### src/dce_defs.svh
// Command codes, control bit positions and fixed values for the debug command engine
`ifndef DCE_DEFS_SVH
`define DCE_DEFS_SVH
`define DCE_OP_WR_CTL 8'h04
`define DCE_OP_RD_CTL 8'h05
`define DCE_OP_WR_PROG 8'h0a
`define DCE_OP_RD_PROG 8'h0b
`define DCE_OP_WR_DATA 8'h0c
`define DCE_OP_RD_DATA 8'h0d
`define DCE_OP_CRC 8'h0e
`define DCE_OP_STEP 8'h10
`define DCE_OP_STUFF 8'h11
`define DCE_OP_EXEC 8'h12
`define DCE_BIT_HALT 7
`define DCE_BIT_BREAKPOINT_ENABLE 6
`define DCE_BIT_ACK 5
`define DCE_BIT_SPIN 4
`define DCE_BIT_RST 0
`define DCE_CTL_RESERVED 3'h0
`define DCE_FILL_BYTE 8'hff
`define DCE_ACK_BYTE 8'hff
`define DCE_CRC_INIT 16'hffff
`define DCE_CRC_POLY 16'h1021
`define DCE_CRC_BLOCKED 16'hffff
`define DCE_FULL_COUNT 17'h10000
`define DCE_LAST_COUNT 17'h00001
`define DCE_ZERO_SIZE 16'h0000
`define DCE_PROG_BYTES 65536
`define DCE_FIFO_DEPTH 8
`endif

### src/dce_pkg.sv
// Types shared by the debug command engine
package dce_pkg;
   typedef enum logic [14:0] {
      dce_st_idle = 15'h0001,
      dce_st_addr_hi = 15'h0002,
      dce_st_addr_lo = 15'h0004,
      dce_st_size_hi = 15'h0008,
      dce_st_size_lo = 15'h0010,
      dce_st_ctl_data = 15'h0020,
      dce_st_wr_byte = 15'h0040,
      dce_st_mem = 15'h0080,
      dce_st_rd_push = 15'h0100,
      dce_st_crc_hi = 15'h0200,
      dce_st_crc_lo = 15'h0400,
      dce_st_stuff_op = 15'h0800,
      dce_st_exec_byte = 15'h1000,
      dce_st_exec_len = 15'h2000,
      dce_st_cpu_wait = 15'h4000
   } dce_state_t;
endpackage

### src/dce_engine.sv
// Debug command engine with its response FIFO
`timescale 1ns/1ps
`include "dce_defs.svh"

module dce_resp_fifo #(
   parameter int WIDTH = 8,
   parameter int DEPTH = `DCE_FIFO_DEPTH
) (
   input wire logic sys_clk_in,
   input wire logic rst_n_in,
   input wire logic ce_in,
   input wire logic in_valid_in,
   input wire logic [WIDTH-1:0] in_data_in,
   output logic in_ready_out,
   output logic out_valid_out,
   output logic [WIDTH-1:0] out_data_out,
   input wire logic out_ready_in
);
   localparam int CW = $clog2(DEPTH + 1);
   logic [WIDTH-1:0] mem_reg [DEPTH];
   logic [CW-1:0] count_reg;
   logic [CW-1:0] count_next;
   logic push;
   logic pop;
   assign in_ready_out = (count_reg != CW'(DEPTH));
   assign push = in_valid_in & in_ready_out;
   assign pop = out_valid_out & out_ready_in;
   assign count_next = count_reg + CW'(push) - CW'(pop);
   assign out_data_out = mem_reg[0];
   always_ff @(posedge sys_clk_in or negedge rst_n_in) begin
      if (!rst_n_in) begin
         count_reg <= '0;
         out_valid_out <= 1'b0;
      end else if (ce_in) begin
         count_reg <= count_next;
         out_valid_out <= (count_next != '0);
      end
   end
   // Head always sits in slot 0 so the output is a plain flop
   for (genvar i = 0; i < DEPTH; i++) begin : g_slot
      logic [WIDTH-1:0] above;
      if (i == DEPTH - 1) begin : g_top
         assign above = mem_reg[i];
      end else begin : g_mid
         assign above = mem_reg[i+1];
      end
      always_ff @(posedge sys_clk_in or negedge rst_n_in) begin
         if (!rst_n_in) begin
            mem_reg[i] <= '0;
         end else if (ce_in) begin
            if (pop) begin
               mem_reg[i] <= (push && CW'(i + 1) == count_reg) ? in_data_in : above;
            end else if (push && CW'(i) == count_reg) begin
               mem_reg[i] <= in_data_in;
            end
         end
      end
   end
endmodule // dce_resp_fifo

//
// Functional notes
// - Program write: opcode, address high/low, size high/low, data; size zero is 65536.
// - Program write data dropped unless flash controller is unlocked.
// - Memory write data dropped outside debug mode or under read protection.
// - Program read returns size bytes, FFh when not halted or read protected.
// - Data write: opcode, address, size (zero is 65536), data stored to memory.
// - Data read returns bytes, FFh only outside debug mode.
// - CRC command reads all program memory, returns CRC-CCITT high byte first.
// - CRC outside debug mode answers FFFFh.
// - CRC answer follows about one clock per program byte; host waits.
// - Step runs one instruction; ignored unless halted and unprotected.
// - Stuff gives first opcode byte, rest fetched by CPU; same gating.
// - Execute forwards a 1-7 byte instruction, length from opcode; same gating.
// - Control write 81h resets and halts, 41h resets and runs, 40h resumes.
// - Debug-mode bit halts instruction fetch; clearing it resumes.
// - Enabled breakpoint with spin select clear sets debug-mode bit.
// - Under read protection a zero write to debug-mode bit is ignored.
// - With breakpoints disabled, the breakpoint opcode acts as a no-operation.
// - With acknowledge enabled, a breakpoint sends FFh to the host.
// - With spin select and breakpoints enabled, CPU loops instead of halting.
// - Reset-request bit resets all but the debug unit, clears when done.
// - Commands flow host to engine; results and acknowledges flow back.
module dce_engine
   import dce_pkg::*;
#(
   parameter int PROG_BYTES = `DCE_PROG_BYTES
) (
   input wire logic sys_clk_in,
   input wire logic rst_n_in,
   input wire logic ce_in,
   input wire logic cmd_valid_in,
   input wire logic [7:0] cmd_data_in,
   output logic cmd_ready_out,
   output logic resp_valid_out,
   output logic [7:0] resp_data_out,
   input wire logic resp_ready_in,
   output logic mem_req_out,
   output logic mem_write_out,
   output logic mem_prog_out,
   output logic [15:0] mem_addr_out,
   output logic [7:0] mem_wdata_out,
   input wire logic [7:0] mem_rdata_in,
   input wire logic mem_ack_in,
   input wire logic flash_unlocked_in,
   input wire logic read_protect_in,
   output logic cpu_halt_out,
   output logic breakpoint_enable_out,
   output logic break_spin_select_out,
   input wire logic breakpoint_opcode_in,
   output logic step_out,
   output logic stuff_out,
   output logic instr_valid_out,
   output logic [7:0] instr_byte_out,
   input wire logic [2:0] instr_len_in,
   input wire logic cpu_done_in,
   output logic sys_reset_req_out,
   input wire logic reset_done_in,
   output logic [7:0] debugger_control_out
);

   dce_state_t state_reg, state_next;
   logic [7:0] op_reg, byte_reg, fsm_byte, fifo_in_data;
   logic [15:0] addr_reg, crc_reg;
   logic [16:0] rem_reg;
   logic halt_reg, breakpoint_enable_reg, acken_reg, spin_reg, rstreq_reg, ack_pend_reg;
   logic cmd_ready_reg, mem_req_reg, mem_write_reg, mem_prog_reg;
   logic step_reg, stuff_reg, instr_valid_reg;
   logic [7:0] instr_byte_reg;
   logic take, last, ex_ok, rd_ok, wr_ok, is_wr, is_rd, is_crc, ctl_wr, brk_hit;
   logic push_fsm, fifo_in_valid, fifo_ready, fsm_go, step_byte, mem_done;

   function automatic logic [15:0] crc_step(input logic [15:0] c, input logic [7:0] d);
      logic [15:0] r;
      r = c;
      for (int i = 7; i >= 0; i--) begin
         r = (r[15] ^ d[i]) ? ((r << 1) ^ `DCE_CRC_POLY) : (r << 1);
      end
      return r;
   endfunction

   assign take = cmd_valid_in & cmd_ready_reg;
   assign last = (rem_reg == `DCE_LAST_COUNT);
   assign ex_ok = halt_reg & ~read_protect_in;
   assign is_wr = (op_reg == `DCE_OP_WR_PROG) | (op_reg == `DCE_OP_WR_DATA);
   assign is_rd = (op_reg == `DCE_OP_RD_PROG) | (op_reg == `DCE_OP_RD_DATA);
   assign is_crc = (op_reg == `DCE_OP_CRC);
   assign rd_ok = (op_reg == `DCE_OP_RD_DATA) ? halt_reg : ex_ok;
   assign wr_ok = ex_ok & ((op_reg != `DCE_OP_WR_PROG) | flash_unlocked_in);
   assign ctl_wr = (state_reg == dce_st_ctl_data) & take;
   assign brk_hit = breakpoint_opcode_in & breakpoint_enable_reg;
   assign mem_done = (state_reg == dce_st_mem) & mem_req_reg & mem_ack_in;

   // Acknowledge byte has priority; the command stream waits behind it
   assign push_fsm = ((state_reg == dce_st_rd_push) | (state_reg == dce_st_crc_hi) |
                      (state_reg == dce_st_crc_lo)) & ~ack_pend_reg;
   always_comb begin
      fsm_byte = byte_reg;
      if (state_reg == dce_st_crc_hi) begin
         fsm_byte = crc_reg[15:8];
      end else if (state_reg == dce_st_crc_lo) begin
         fsm_byte = crc_reg[7:0];
      end else if (is_rd && !rd_ok) begin
         fsm_byte = `DCE_FILL_BYTE;
      end
   end
   assign fifo_in_valid = ack_pend_reg | push_fsm;
   assign fifo_in_data = ack_pend_reg ? `DCE_ACK_BYTE : fsm_byte;
   assign fsm_go = push_fsm & fifo_ready;
   assign step_byte = (mem_done & ~is_rd) | ((state_reg == dce_st_rd_push) & fsm_go) |
                      ((state_reg == dce_st_wr_byte) & take & ~wr_ok);

   always_comb begin
      state_next = state_reg;
      unique case (state_reg)
         dce_st_idle: begin
            if (take) begin
               case (cmd_data_in)
                  `DCE_OP_WR_CTL: state_next = dce_st_ctl_data;
                  `DCE_OP_RD_CTL: state_next = dce_st_rd_push;
                  `DCE_OP_WR_PROG, `DCE_OP_RD_PROG, `DCE_OP_WR_DATA, `DCE_OP_RD_DATA:
                     state_next = dce_st_addr_hi;
                  `DCE_OP_CRC: state_next = halt_reg ? dce_st_mem : dce_st_crc_hi;
                  `DCE_OP_STEP: state_next = ex_ok ? dce_st_cpu_wait : dce_st_idle;
                  `DCE_OP_STUFF: state_next = dce_st_stuff_op;
                  `DCE_OP_EXEC: state_next = dce_st_exec_byte;
                  default: state_next = dce_st_idle;
               endcase
            end
         end
         dce_st_addr_hi: if (take) state_next = dce_st_addr_lo;
         dce_st_addr_lo: if (take) state_next = dce_st_size_hi;
         dce_st_size_hi: if (take) state_next = dce_st_size_lo;
         dce_st_size_lo: begin
            if (take) begin
               if (is_wr) begin
                  state_next = dce_st_wr_byte;
               end else begin
                  state_next = rd_ok ? dce_st_mem : dce_st_rd_push;
               end
            end
         end
         dce_st_ctl_data: if (take) state_next = dce_st_idle;
         dce_st_wr_byte: begin
            if (take) begin
               if (wr_ok) begin
                  state_next = dce_st_mem;
               end else if (last) begin
                  state_next = dce_st_idle;
               end
            end
         end
         dce_st_mem: begin
            if (mem_done) begin
               if (is_rd) begin
                  state_next = dce_st_rd_push;
               end else if (is_crc) begin
                  state_next = last ? dce_st_crc_hi : dce_st_mem;
               end else begin
                  state_next = last ? dce_st_idle : dce_st_wr_byte;
               end
            end
         end
         dce_st_rd_push: begin
            if (fsm_go) begin
               if (last) begin
                  state_next = dce_st_idle;
               end else begin
                  state_next = rd_ok ? dce_st_mem : dce_st_rd_push;
               end
            end
         end
         dce_st_crc_hi: if (fsm_go) state_next = dce_st_crc_lo;
         dce_st_crc_lo: if (fsm_go) state_next = dce_st_idle;
         dce_st_stuff_op: begin
            if (take) state_next = ex_ok ? dce_st_cpu_wait : dce_st_idle;
         end
         dce_st_exec_byte: begin
            if (take) begin
               if (rem_reg == '0) begin
                  state_next = dce_st_exec_len;
               end else if (last) begin
                  state_next = ex_ok ? dce_st_cpu_wait : dce_st_idle;
               end
            end
         end
         dce_st_exec_len: begin
            if (instr_len_in <= 3'h1) begin
               state_next = ex_ok ? dce_st_cpu_wait : dce_st_idle;
            end else begin
               state_next = dce_st_exec_byte;
            end
         end
         dce_st_cpu_wait: if (cpu_done_in) state_next = dce_st_idle;
      endcase
   end

   always_ff @(posedge sys_clk_in or negedge rst_n_in) begin
      if (!rst_n_in) begin
         state_reg <= dce_st_idle;
         cmd_ready_reg <= 1'b0;
      end else if (ce_in) begin
         state_reg <= state_next;
         cmd_ready_reg <= state_next inside {dce_st_idle, dce_st_addr_hi, dce_st_addr_lo,
            dce_st_size_hi, dce_st_size_lo, dce_st_ctl_data, dce_st_wr_byte,
            dce_st_stuff_op, dce_st_exec_byte};
      end
   end

   always_ff @(posedge sys_clk_in or negedge rst_n_in) begin
      if (!rst_n_in) begin
         op_reg <= '0;
         addr_reg <= '0;
         rem_reg <= '0;
      end else if (ce_in) begin
         if (state_reg == dce_st_idle && take) begin
            op_reg <= cmd_data_in;
            addr_reg <= '0;
            rem_reg <= (cmd_data_in == `DCE_OP_CRC) ? 17'(PROG_BYTES) :
                       (cmd_data_in == `DCE_OP_EXEC) ? '0 : `DCE_LAST_COUNT;
         end else if (state_reg == dce_st_addr_hi && take) begin
            addr_reg[15:8] <= cmd_data_in;
         end else if (state_reg == dce_st_addr_lo && take) begin
            addr_reg[7:0] <= cmd_data_in;
         end else if (state_reg == dce_st_size_hi && take) begin
            rem_reg[15:8] <= cmd_data_in;
         end else if (state_reg == dce_st_size_lo && take) begin
            rem_reg <= ({rem_reg[15:8], cmd_data_in} == `DCE_ZERO_SIZE) ? `DCE_FULL_COUNT :
                       {1'b0, rem_reg[15:8], cmd_data_in};
         end else if (state_reg == dce_st_exec_len) begin
            rem_reg <= 17'(instr_len_in) - `DCE_LAST_COUNT;
         end else if (state_reg == dce_st_exec_byte && take && rem_reg != '0) begin
            rem_reg <= rem_reg - `DCE_LAST_COUNT;
         end else if (step_byte) begin
            addr_reg <= addr_reg + 16'h0001;
            rem_reg <= rem_reg - `DCE_LAST_COUNT;
         end
      end
   end

   always_ff @(posedge sys_clk_in or negedge rst_n_in) begin
      if (!rst_n_in) begin
         byte_reg <= '0;
         crc_reg <= '0;
      end else if (ce_in) begin
         if (state_reg == dce_st_idle && take) begin
            byte_reg <= debugger_control_out;
            crc_reg <= halt_reg ? `DCE_CRC_INIT : `DCE_CRC_BLOCKED;
         end else if (state_reg == dce_st_wr_byte && take) begin
            byte_reg <= cmd_data_in;
         end else if (mem_done && is_rd) begin
            byte_reg <= mem_rdata_in;
         end else if (mem_done && is_crc) begin
            crc_reg <= crc_step(crc_reg, mem_rdata_in);
         end
      end
   end

   // Request stays up until acknowledged; a chained request follows at once
   always_ff @(posedge sys_clk_in or negedge rst_n_in) begin
      if (!rst_n_in) begin
         mem_req_reg <= 1'b0;
         mem_write_reg <= 1'b0;
         mem_prog_reg <= 1'b0;
      end else if (ce_in) begin
         mem_req_reg <= (state_next == dce_st_mem);
         mem_write_reg <= (state_next == dce_st_mem) & is_wr;
         mem_prog_reg <= (op_reg != `DCE_OP_WR_DATA) & (op_reg != `DCE_OP_RD_DATA);
      end
   end

   always_ff @(posedge sys_clk_in or negedge rst_n_in) begin
      if (!rst_n_in) begin
         step_reg <= 1'b0;
         stuff_reg <= 1'b0;
         instr_valid_reg <= 1'b0;
         instr_byte_reg <= '0;
      end else if (ce_in) begin
         step_reg <= (state_reg == dce_st_idle) & take & (cmd_data_in == `DCE_OP_STEP) &
                     ex_ok;
         stuff_reg <= (state_reg == dce_st_stuff_op) & take & ex_ok;
         instr_valid_reg <= (state_reg == dce_st_exec_byte) & take & ex_ok;
         if (take && (state_reg == dce_st_stuff_op || state_reg == dce_st_exec_byte)) begin
            instr_byte_reg <= cmd_data_in;
         end
      end
   end

   // Breakpoint set wins over a same-cycle control write
   always_ff @(posedge sys_clk_in or negedge rst_n_in) begin
      if (!rst_n_in) begin
         halt_reg <= 1'b0;
         breakpoint_enable_reg <= 1'b0;
         acken_reg <= 1'b0;
         spin_reg <= 1'b0;
         rstreq_reg <= 1'b0;
      end else if (ce_in) begin
         if (brk_hit && !spin_reg) begin
            halt_reg <= 1'b1;
         end else if (ctl_wr) begin
            halt_reg <= cmd_data_in[`DCE_BIT_HALT] | (read_protect_in & halt_reg);
         end
         if (ctl_wr) begin
            breakpoint_enable_reg <= cmd_data_in[`DCE_BIT_BREAKPOINT_ENABLE];
            acken_reg <= cmd_data_in[`DCE_BIT_ACK];
            spin_reg <= cmd_data_in[`DCE_BIT_SPIN];
         end
         if (ctl_wr && cmd_data_in[`DCE_BIT_RST]) begin
            rstreq_reg <= 1'b1;
         end else if (reset_done_in) begin
            rstreq_reg <= 1'b0;
         end
      end
   end

   always_ff @(posedge sys_clk_in or negedge rst_n_in) begin
      if (!rst_n_in) begin
         ack_pend_reg <= 1'b0;
      end else if (ce_in) begin
         if (brk_hit && acken_reg) begin
            ack_pend_reg <= 1'b1;
         end else if (fifo_ready) begin
            ack_pend_reg <= 1'b0;
         end
      end
   end

   dce_resp_fifo #(.WIDTH(8), .DEPTH(`DCE_FIFO_DEPTH)) u_resp_fifo (
      .sys_clk_in(sys_clk_in),
      .rst_n_in(rst_n_in),
      .ce_in(ce_in),
      .in_valid_in(fifo_in_valid),
      .in_data_in(fifo_in_data),
      .in_ready_out(fifo_ready),
      .out_valid_out(resp_valid_out),
      .out_data_out(resp_data_out),
      .out_ready_in(resp_ready_in)
   );

   assign cmd_ready_out = cmd_ready_reg;
   assign mem_req_out = mem_req_reg;
   assign mem_write_out = mem_write_reg;
   assign mem_prog_out = mem_prog_reg;
   assign mem_addr_out = addr_reg;
   assign mem_wdata_out = byte_reg;
   assign cpu_halt_out = halt_reg;
   assign breakpoint_enable_out = breakpoint_enable_reg;
   assign break_spin_select_out = spin_reg;
   assign step_out = step_reg;
   assign stuff_out = stuff_reg;
   assign instr_valid_out = instr_valid_reg;
   assign instr_byte_out = instr_byte_reg;
   assign sys_reset_req_out = rstreq_reg;
   assign debugger_control_out = {halt_reg, breakpoint_enable_reg, acken_reg, spin_reg,
                                  `DCE_CTL_RESERVED, rstreq_reg};
endmodule // dce_engine

### config.mk
export PLATFORM = sky130hd
export DESIGN_NAME = dce_engine
export DESIGN_NICKNAME = d
export VERILOG_FILES = /design/src/dce_pkg.sv /design/src/dce_engine.sv
export VERILOG_INCLUDE_DIRS = /design/src
export SDC_FILE = /design/constraint.sdc
export NUM_CORES = 1
export LEC_CHECK = 0
export ABC_AREA = 1
export BUFFER_PORTS_ARGS = -buffer_cell sky130_fd_sc_hd__buf_2
export CAP_MARGIN = 20
export CORE_MARGIN = 2
export CORE_UTILIZATION = 50
export CTS_CLUSTER_DIAMETER = 100
export DETAILED_ROUTE_END_ITERATION = 8
export GPL_TIMING_DRIVEN = 0
export PLACE_DENSITY = 0.68
export SYNTH_ARGS = -nofsm -noshare
export SYNTH_HDL_FRONTEND = slang
export SYNTH_HIERARCHICAL = 1
export SYNTH_SLANG_ARGS = --single-unit
### constraint.sdc
create_clock -name sys_clk_in -period 5.2 [get_ports sys_clk_in]
set_clock_uncertainty 0.1 [all_clocks]
set_input_delay 0.52 -clock sys_clk_in [delete_from_list [all_inputs] [get_ports sys_clk_in]]
set_output_delay 0.52 -clock sys_clk_in [all_outputs]
set_load 0.1 [all_outputs]
Word level (Yosys, flattened, before mapping). Index checks and enable logic that the tools add are counted.

Add/sub/neg operators: 5. $mul: 0. Div/mod/pow operators: 0. Magnitude comparators: 1. Equality and inequality tests: 69. Shifts and indexed selects: 0. Mux-type cells: 96. Bitwise operators: 54. Reduce and logical (&&, ||, !) cells: 58.

Operators with widths (count): $mux W15 (20); $mux W8 (30); $pmux W15 S15 (1); $mux W16 (10); $mux W17 (9); $pmux W15 S7 (1); $mux W13 (8); $eq A8 B4 Y1 const B (10); $mux W10 (4); $eq A15 B1 Y1 const B (2); $eq A15 B12 Y1 const B (2); $eq A15 B13 Y1 const B (2); $eq A15 B2 Y1 const B (2); $eq A15 B3 Y1 const B (2); $eq A15 B4 Y1 const B (2); $eq A15 B5 Y1 const B (2); $eq A15 B6 Y1 const B (2); $eq A15 B7 Y1 const B (2); $eq A15 B8 Y1 const B (2); $mux W9 (3); $ne A3 B3 Y1 const B (9); $and A1 B1 Y1 (25); $eq A8 B5 Y1 const B (3); $logic_and A1 B1 Y1 (24); other kinds (44) (106).

Flip-flop bits (word level): 170. Latch bits: 0. Bits in writable memories: 0. Memory bits (read-only): 0. Bits of input ports: 30. Output and inout bits: 60. Logic and storage cells: 315. Memories: 0.

Longest topological paths before layout.
Word-level depth: 20. Gate-level depth with buffers: 21. Depth with buffers taken out: 21.

Modules after synthesis. Netlist, hierarchy kept.

By module, submodules not included: dce_engine (instances 1, cells each 1079, area an instance 7387.1 sq um, seq. area each 2528.7 sq um); dce_resp_fifo (instances 1, cells each 560, area an instance 4182.8 sq um, seq. area each 1726.7 sq um).

Least setup slack after synthesis. OpenSTA, ideal clock, no wires.

Path kind: register -> register. Start: register state_reg[5]. End: register u_resp_fifo.out_valid_out. Library setup time: 0.123 ns. Data arrival time: 3.036 ns. Required time: 4.977 ns. Setup slack: 1.941 ns. Cell stages (with the launch flop): 21. Path buffers: 2. Clock period less this slack: 3.259 ns. Cell sequence: dfrtp_1 -> nor2_2 -> nand2_4 -> nor2_8 -> buf_6 -> nand3_1 -> nand2_1 -> nor2_1 -> nand2_1 -> buf_2 -> a21boi_2 -> inv_1 -> ha_1 -> inv_1 -> ha_1 -> inv_1 -> fa_1 -> xor2_1 -> nand4_1 -> o21ai_0 -> nand2_1.

Cells in the longest elaborated chain, start to end: 9. Elaborated cells on any way between the ends: 11. Those cells by class: add/sub (2); eq/ne (3); bitwise (5); reduce/logical (1).

RTL lines: start, declared (line dce_engine.sv:122) `dce_state_t state_reg, state_next;`; start signal, assigned (line dce_engine.sv:260) `state_reg <= dce_st_idle;`; start signal, assigned (line dce_engine.sv:263) `state_reg <= state_next;`; $eq A15 B9 Y1 or $eq A15 B10 Y1 (tied branches) (line dce_engine.sv:155) `assign push_fsm = ((state_reg == dce_st_rd_push) | (state_reg == dce_st_crc_hi) |`; $or A1 B1 Y1 (line dce_engine.sv:155); $or A1 B1 Y1 * (line dce_engine.sv:155); $and A1 B1 Y1 * (line dce_engine.sv:156) `(state_reg == dce_st_crc_lo)) & ~ack_pend_reg;`; $or A1 B1 Y1 * (line dce_engine.sv:167) `assign fifo_in_valid = ack_pend_reg | push_fsm;`; named net fifo_in_valid (line dce_engine.sv:131) `logic push_fsm, fifo_in_valid, fifo_ready, fsm_go, step_byte, mem_done;`; $and A1 B1 Y1 * (line dce_engine.sv:26) `assign push = in_valid_in & in_ready_out;`; $add A4 B1 Y4 * (line dce_engine.sv:28) `assign count_next = count_reg + CW'(push) - CW'(pop);`; $sub A4 B1 Y4 * (line dce_engine.sv:28); $reduce_bool A4 Y1 * (line dce_engine.sv:36) `out_valid_out <= (count_next != '0);`; end signal, assigned (line dce_engine.sv:36); end, declared (line dce_engine.sv:15) `output logic out_valid_out,`.

Mark *: on every way through the listed nets, which the timed path passes. The rest lies on a longest branch. A chain may end at the register's enable or synchronous reset.

Worst setup path after layout.
Start: register state_reg[7]. End: register u_resp_fifo.out_valid_out.

Same word-level chain as after synthesis.

==> flow_summary.toml <==
[run_status]
status = "complete, no violations"

[timing]
rsz0062_at_grt = "no"
relSlewSlack = 0.459
finalCritPeriodShare = 0.768
worst_slack_ns = 1.21
period_minus_slack_ns = 3.99
fmax_mhz = 250
setup_tns_ns = 0
setup_viol = 0
final-hold-violation-count = 0
maxSlewViolCount = 0
tightestPinTransition_ns = 0.811

[global_routing]
grt_max_degree = 101
grt_overflow_total = 0
grt_pass1_vias = 11000
grt_use_total = 0.311
grt_pass1_wl_um = 59100
antenna_found_initial = 0

[critical_path]
r2r_slack_ns = 1.21
rr_startpoint = "state_reg[7]"
r2r_cells = 20
crit_type = "reg2reg"
reg2reg_to = "u_resp_fifo/out_valid_out"
crit_path_max_fanout = 10
cp.required_ns = 5.43
startpoint = "state_reg[7]"
critPathArrivalTime_ns = 4.22
worst_setup_path_start_kind = "flip-flop"
end_kind = "flip-flop"

[die]
io_pins = 90
die_area_um2 = 24400
die_h_um = 156
coreArea_um2 = 22700
start_util = 0.509
num_rows = 55
dieWidth_um = 156

[logic_synthesis]
synth-edff-count = 0
netlist_instances = 1639
netlist.area_leader.share = 0.366
synth_top_cell_by_area = "dfrtp_1"
synth_seq_area_share = 0.368
synth_ff_type = "dfrtp_1"
syn_avg_cell_area_um2 = 7.06
yosysWarnings = 6
ys_types = 52
async_flop_share = 1.00
ys_seq_elements = 170
synthesis.area_um2 = 11600
synth_area_leaders = "dfrtp_1 37%, nand2_1 12%, nand3_1 9.4%, inv_1 6.5%, o21ai_0 4.9%"

[final_layout]
antennaDiodeCount = 0
final_common_cell = "nand2_1"
drive_above_1_share = 0.136
syn_to_final_growth_pct = 12.5
largest_reg_flops = 56
final_cell_mix = "384 x nand2_1, 217 x nand3_1, 199 x inv_1, 169 x dfrtp_1, 130 x nor2_1"
postLayoutCoreUtil = 0.573
fin_nets = 1790

[routing]
ant_nets = 0
drt_iter0_drc = 1264
drc = 0
avgRoutedWirePerCell_um = 18.0
dr.pass1.iters = 8
vias = 11900
avgViaCountPerCell = 5.80
wl_um = 36800

[worst_hold_path]
holdPathEnd = "sys_reset_req_out"
hold_start = "reset_done_in"
hold_path_class = "in2reg"
min_path_cells = 4

[power_and_ir_drop]
power-per-cell-area_nw_per_um2 = 598
ir_drop_mv = 0.428
p_leak_nw = 6.64

[clock_tree]
cts.sinks = 170
clkLatencyLatePin_ns = 0.44
cts_tree = "done"
cts_made_buffers = 17
cts_max_level = 4
clock_path_buffers = 2
cts.clk_slew.worst_paths_ns = 0.07
root_buffer = "clkbuf_16"

[placed_design]
dp_hpwl_um = 27300
io_buffers = 85
dp_slack_ns = 1.24
globalplace.congestion = 0.955

[run]
maxCapViolCount = 0
## how the worst max path moves through the flow
stage,slack (ns),depth (start not counted),endpoint
CTS,1.22,20,u_resp_fifo/out_valid_out
finish,1.21,20,u_resp_fifo/out_valid_out
global route,0.89,20,u_resp_fifo/out_valid_out
global placement,0.69,1,state_reg[3]
detailed placement,1.24,20,u_resp_fifo/out_valid_out
floorplan,1.94,20,u_resp_fifo/out_valid_out
## cells in the mapped netlist (2+ instances only)
cell      count
o31ai_1       2
xnor2_1      20
nand3b_1      7
o21ai_0     114
buf_4        13
a32oi_1       4
clkbuf_1     23
a22oi_1       7
o311ai_0      2
nor2_1      130
nand2_2      12
nand2_1     384
o21ai_1      11
ha_1         12
xor2_1       17
nor4_1        2
nor2_4        8
nand4_2       3
o22ai_1      16
inv_1       199
inv_2        15
a21oi_2       2
a21oi_1      33
o211ai_1     45
nand4_1      37
buf_6         3
a31oi_1      27
o221ai_1      8
nand3_1     217
nor3_1       12
o21ai_2       3
nand2_4       4
a31oi_2       2
dfrtp_1     169
a41oi_1       4
clkinv_1      4
nor2_8        2
a211oi_1      2
a21o_1        3
buf_1         2
nor2_2       17
buf_2        24
nand3_2       9
## final cells by class
cell class	count	area (um2)
inverter	218	818
fill	2186	9690
clock inverter	13	181
clock buffer	19	433
sequential	170	4260
tap	285	357
timing repair buffer	87	473
multi-input combinational	1188	6160
buffer	65	345
## critical path: stages (launching register included)
cell and delay (ns):
dfrtp_1 0.45, nor2_2 0.20, nand2_4 0.14, nor2_8 0.20, buf_6 0.16, nand3_1 0.13, nand2_1 0.09, nor2_1 0.06
nand2_1 0.06, buf_2 0.23, a21boi_2 0.51, inv_1 0.10, ha_1 0.30, inv_1 0.06, ha_1 0.16, inv_1 0.06
fa_1 0.40, xor2_1 0.18, nand4_1 0.10, o21ai_0 0.09, nand2_1 0.07
## power breakdown
part	switching (mW)	internal, mW	total, mW
registers	0.408	1.83	2.23
clock network	0.603	0.772	1.38
logic	3.06	1.11	4.17
## cell families (layout without fill, tap and decap cells)
kind of cell / count (synthesis) / after routing / synth area share
AO/OA/AOI/OAI: 286 / 286 / 0.150
XOR/XNOR: 37 / 37 / 0.0280
adder cells (fa/ha/maj): 13 / 13 / 0.0147
buffers and inverters: 283 / 402 / 0.101
flip-flops: 170 / 170 / 0.368
other: 1 / 3 / 0.000324
AND/OR/NAND/NOR: 849 / 849 / 0.338
## layer usage
metal	global-route usage	vias up	share of wire
li1	-	5682	-
met3	0.0494	86	0.075
met2	0.517	515	0.47
met4	0.135	0	0.043
met1	0.402	5572	0.41
met5	0	-	0
## through the flow
stage	power, mW	hold slack, ns	instance area [um2]	std cells
finish	7.78	0.280	13000	2045
global placement	6.30	0.359	12400	2011
floorplan	5.46	0.124	11600	1641
detailed placement	6.37	0.366	12400	2012
CTS	7.76	0.280	13000	2045
global route	8.33	0.303	13000	2045
## repair_timing
action                                 4_1_cts  5_1_grt
resized for setup                            0        0
setup buffers                                0        0
endpoints found under the hold margin       69        0
hold buffers                                 1        0
No activity file was read; power rests on OpenSTA's default activity.
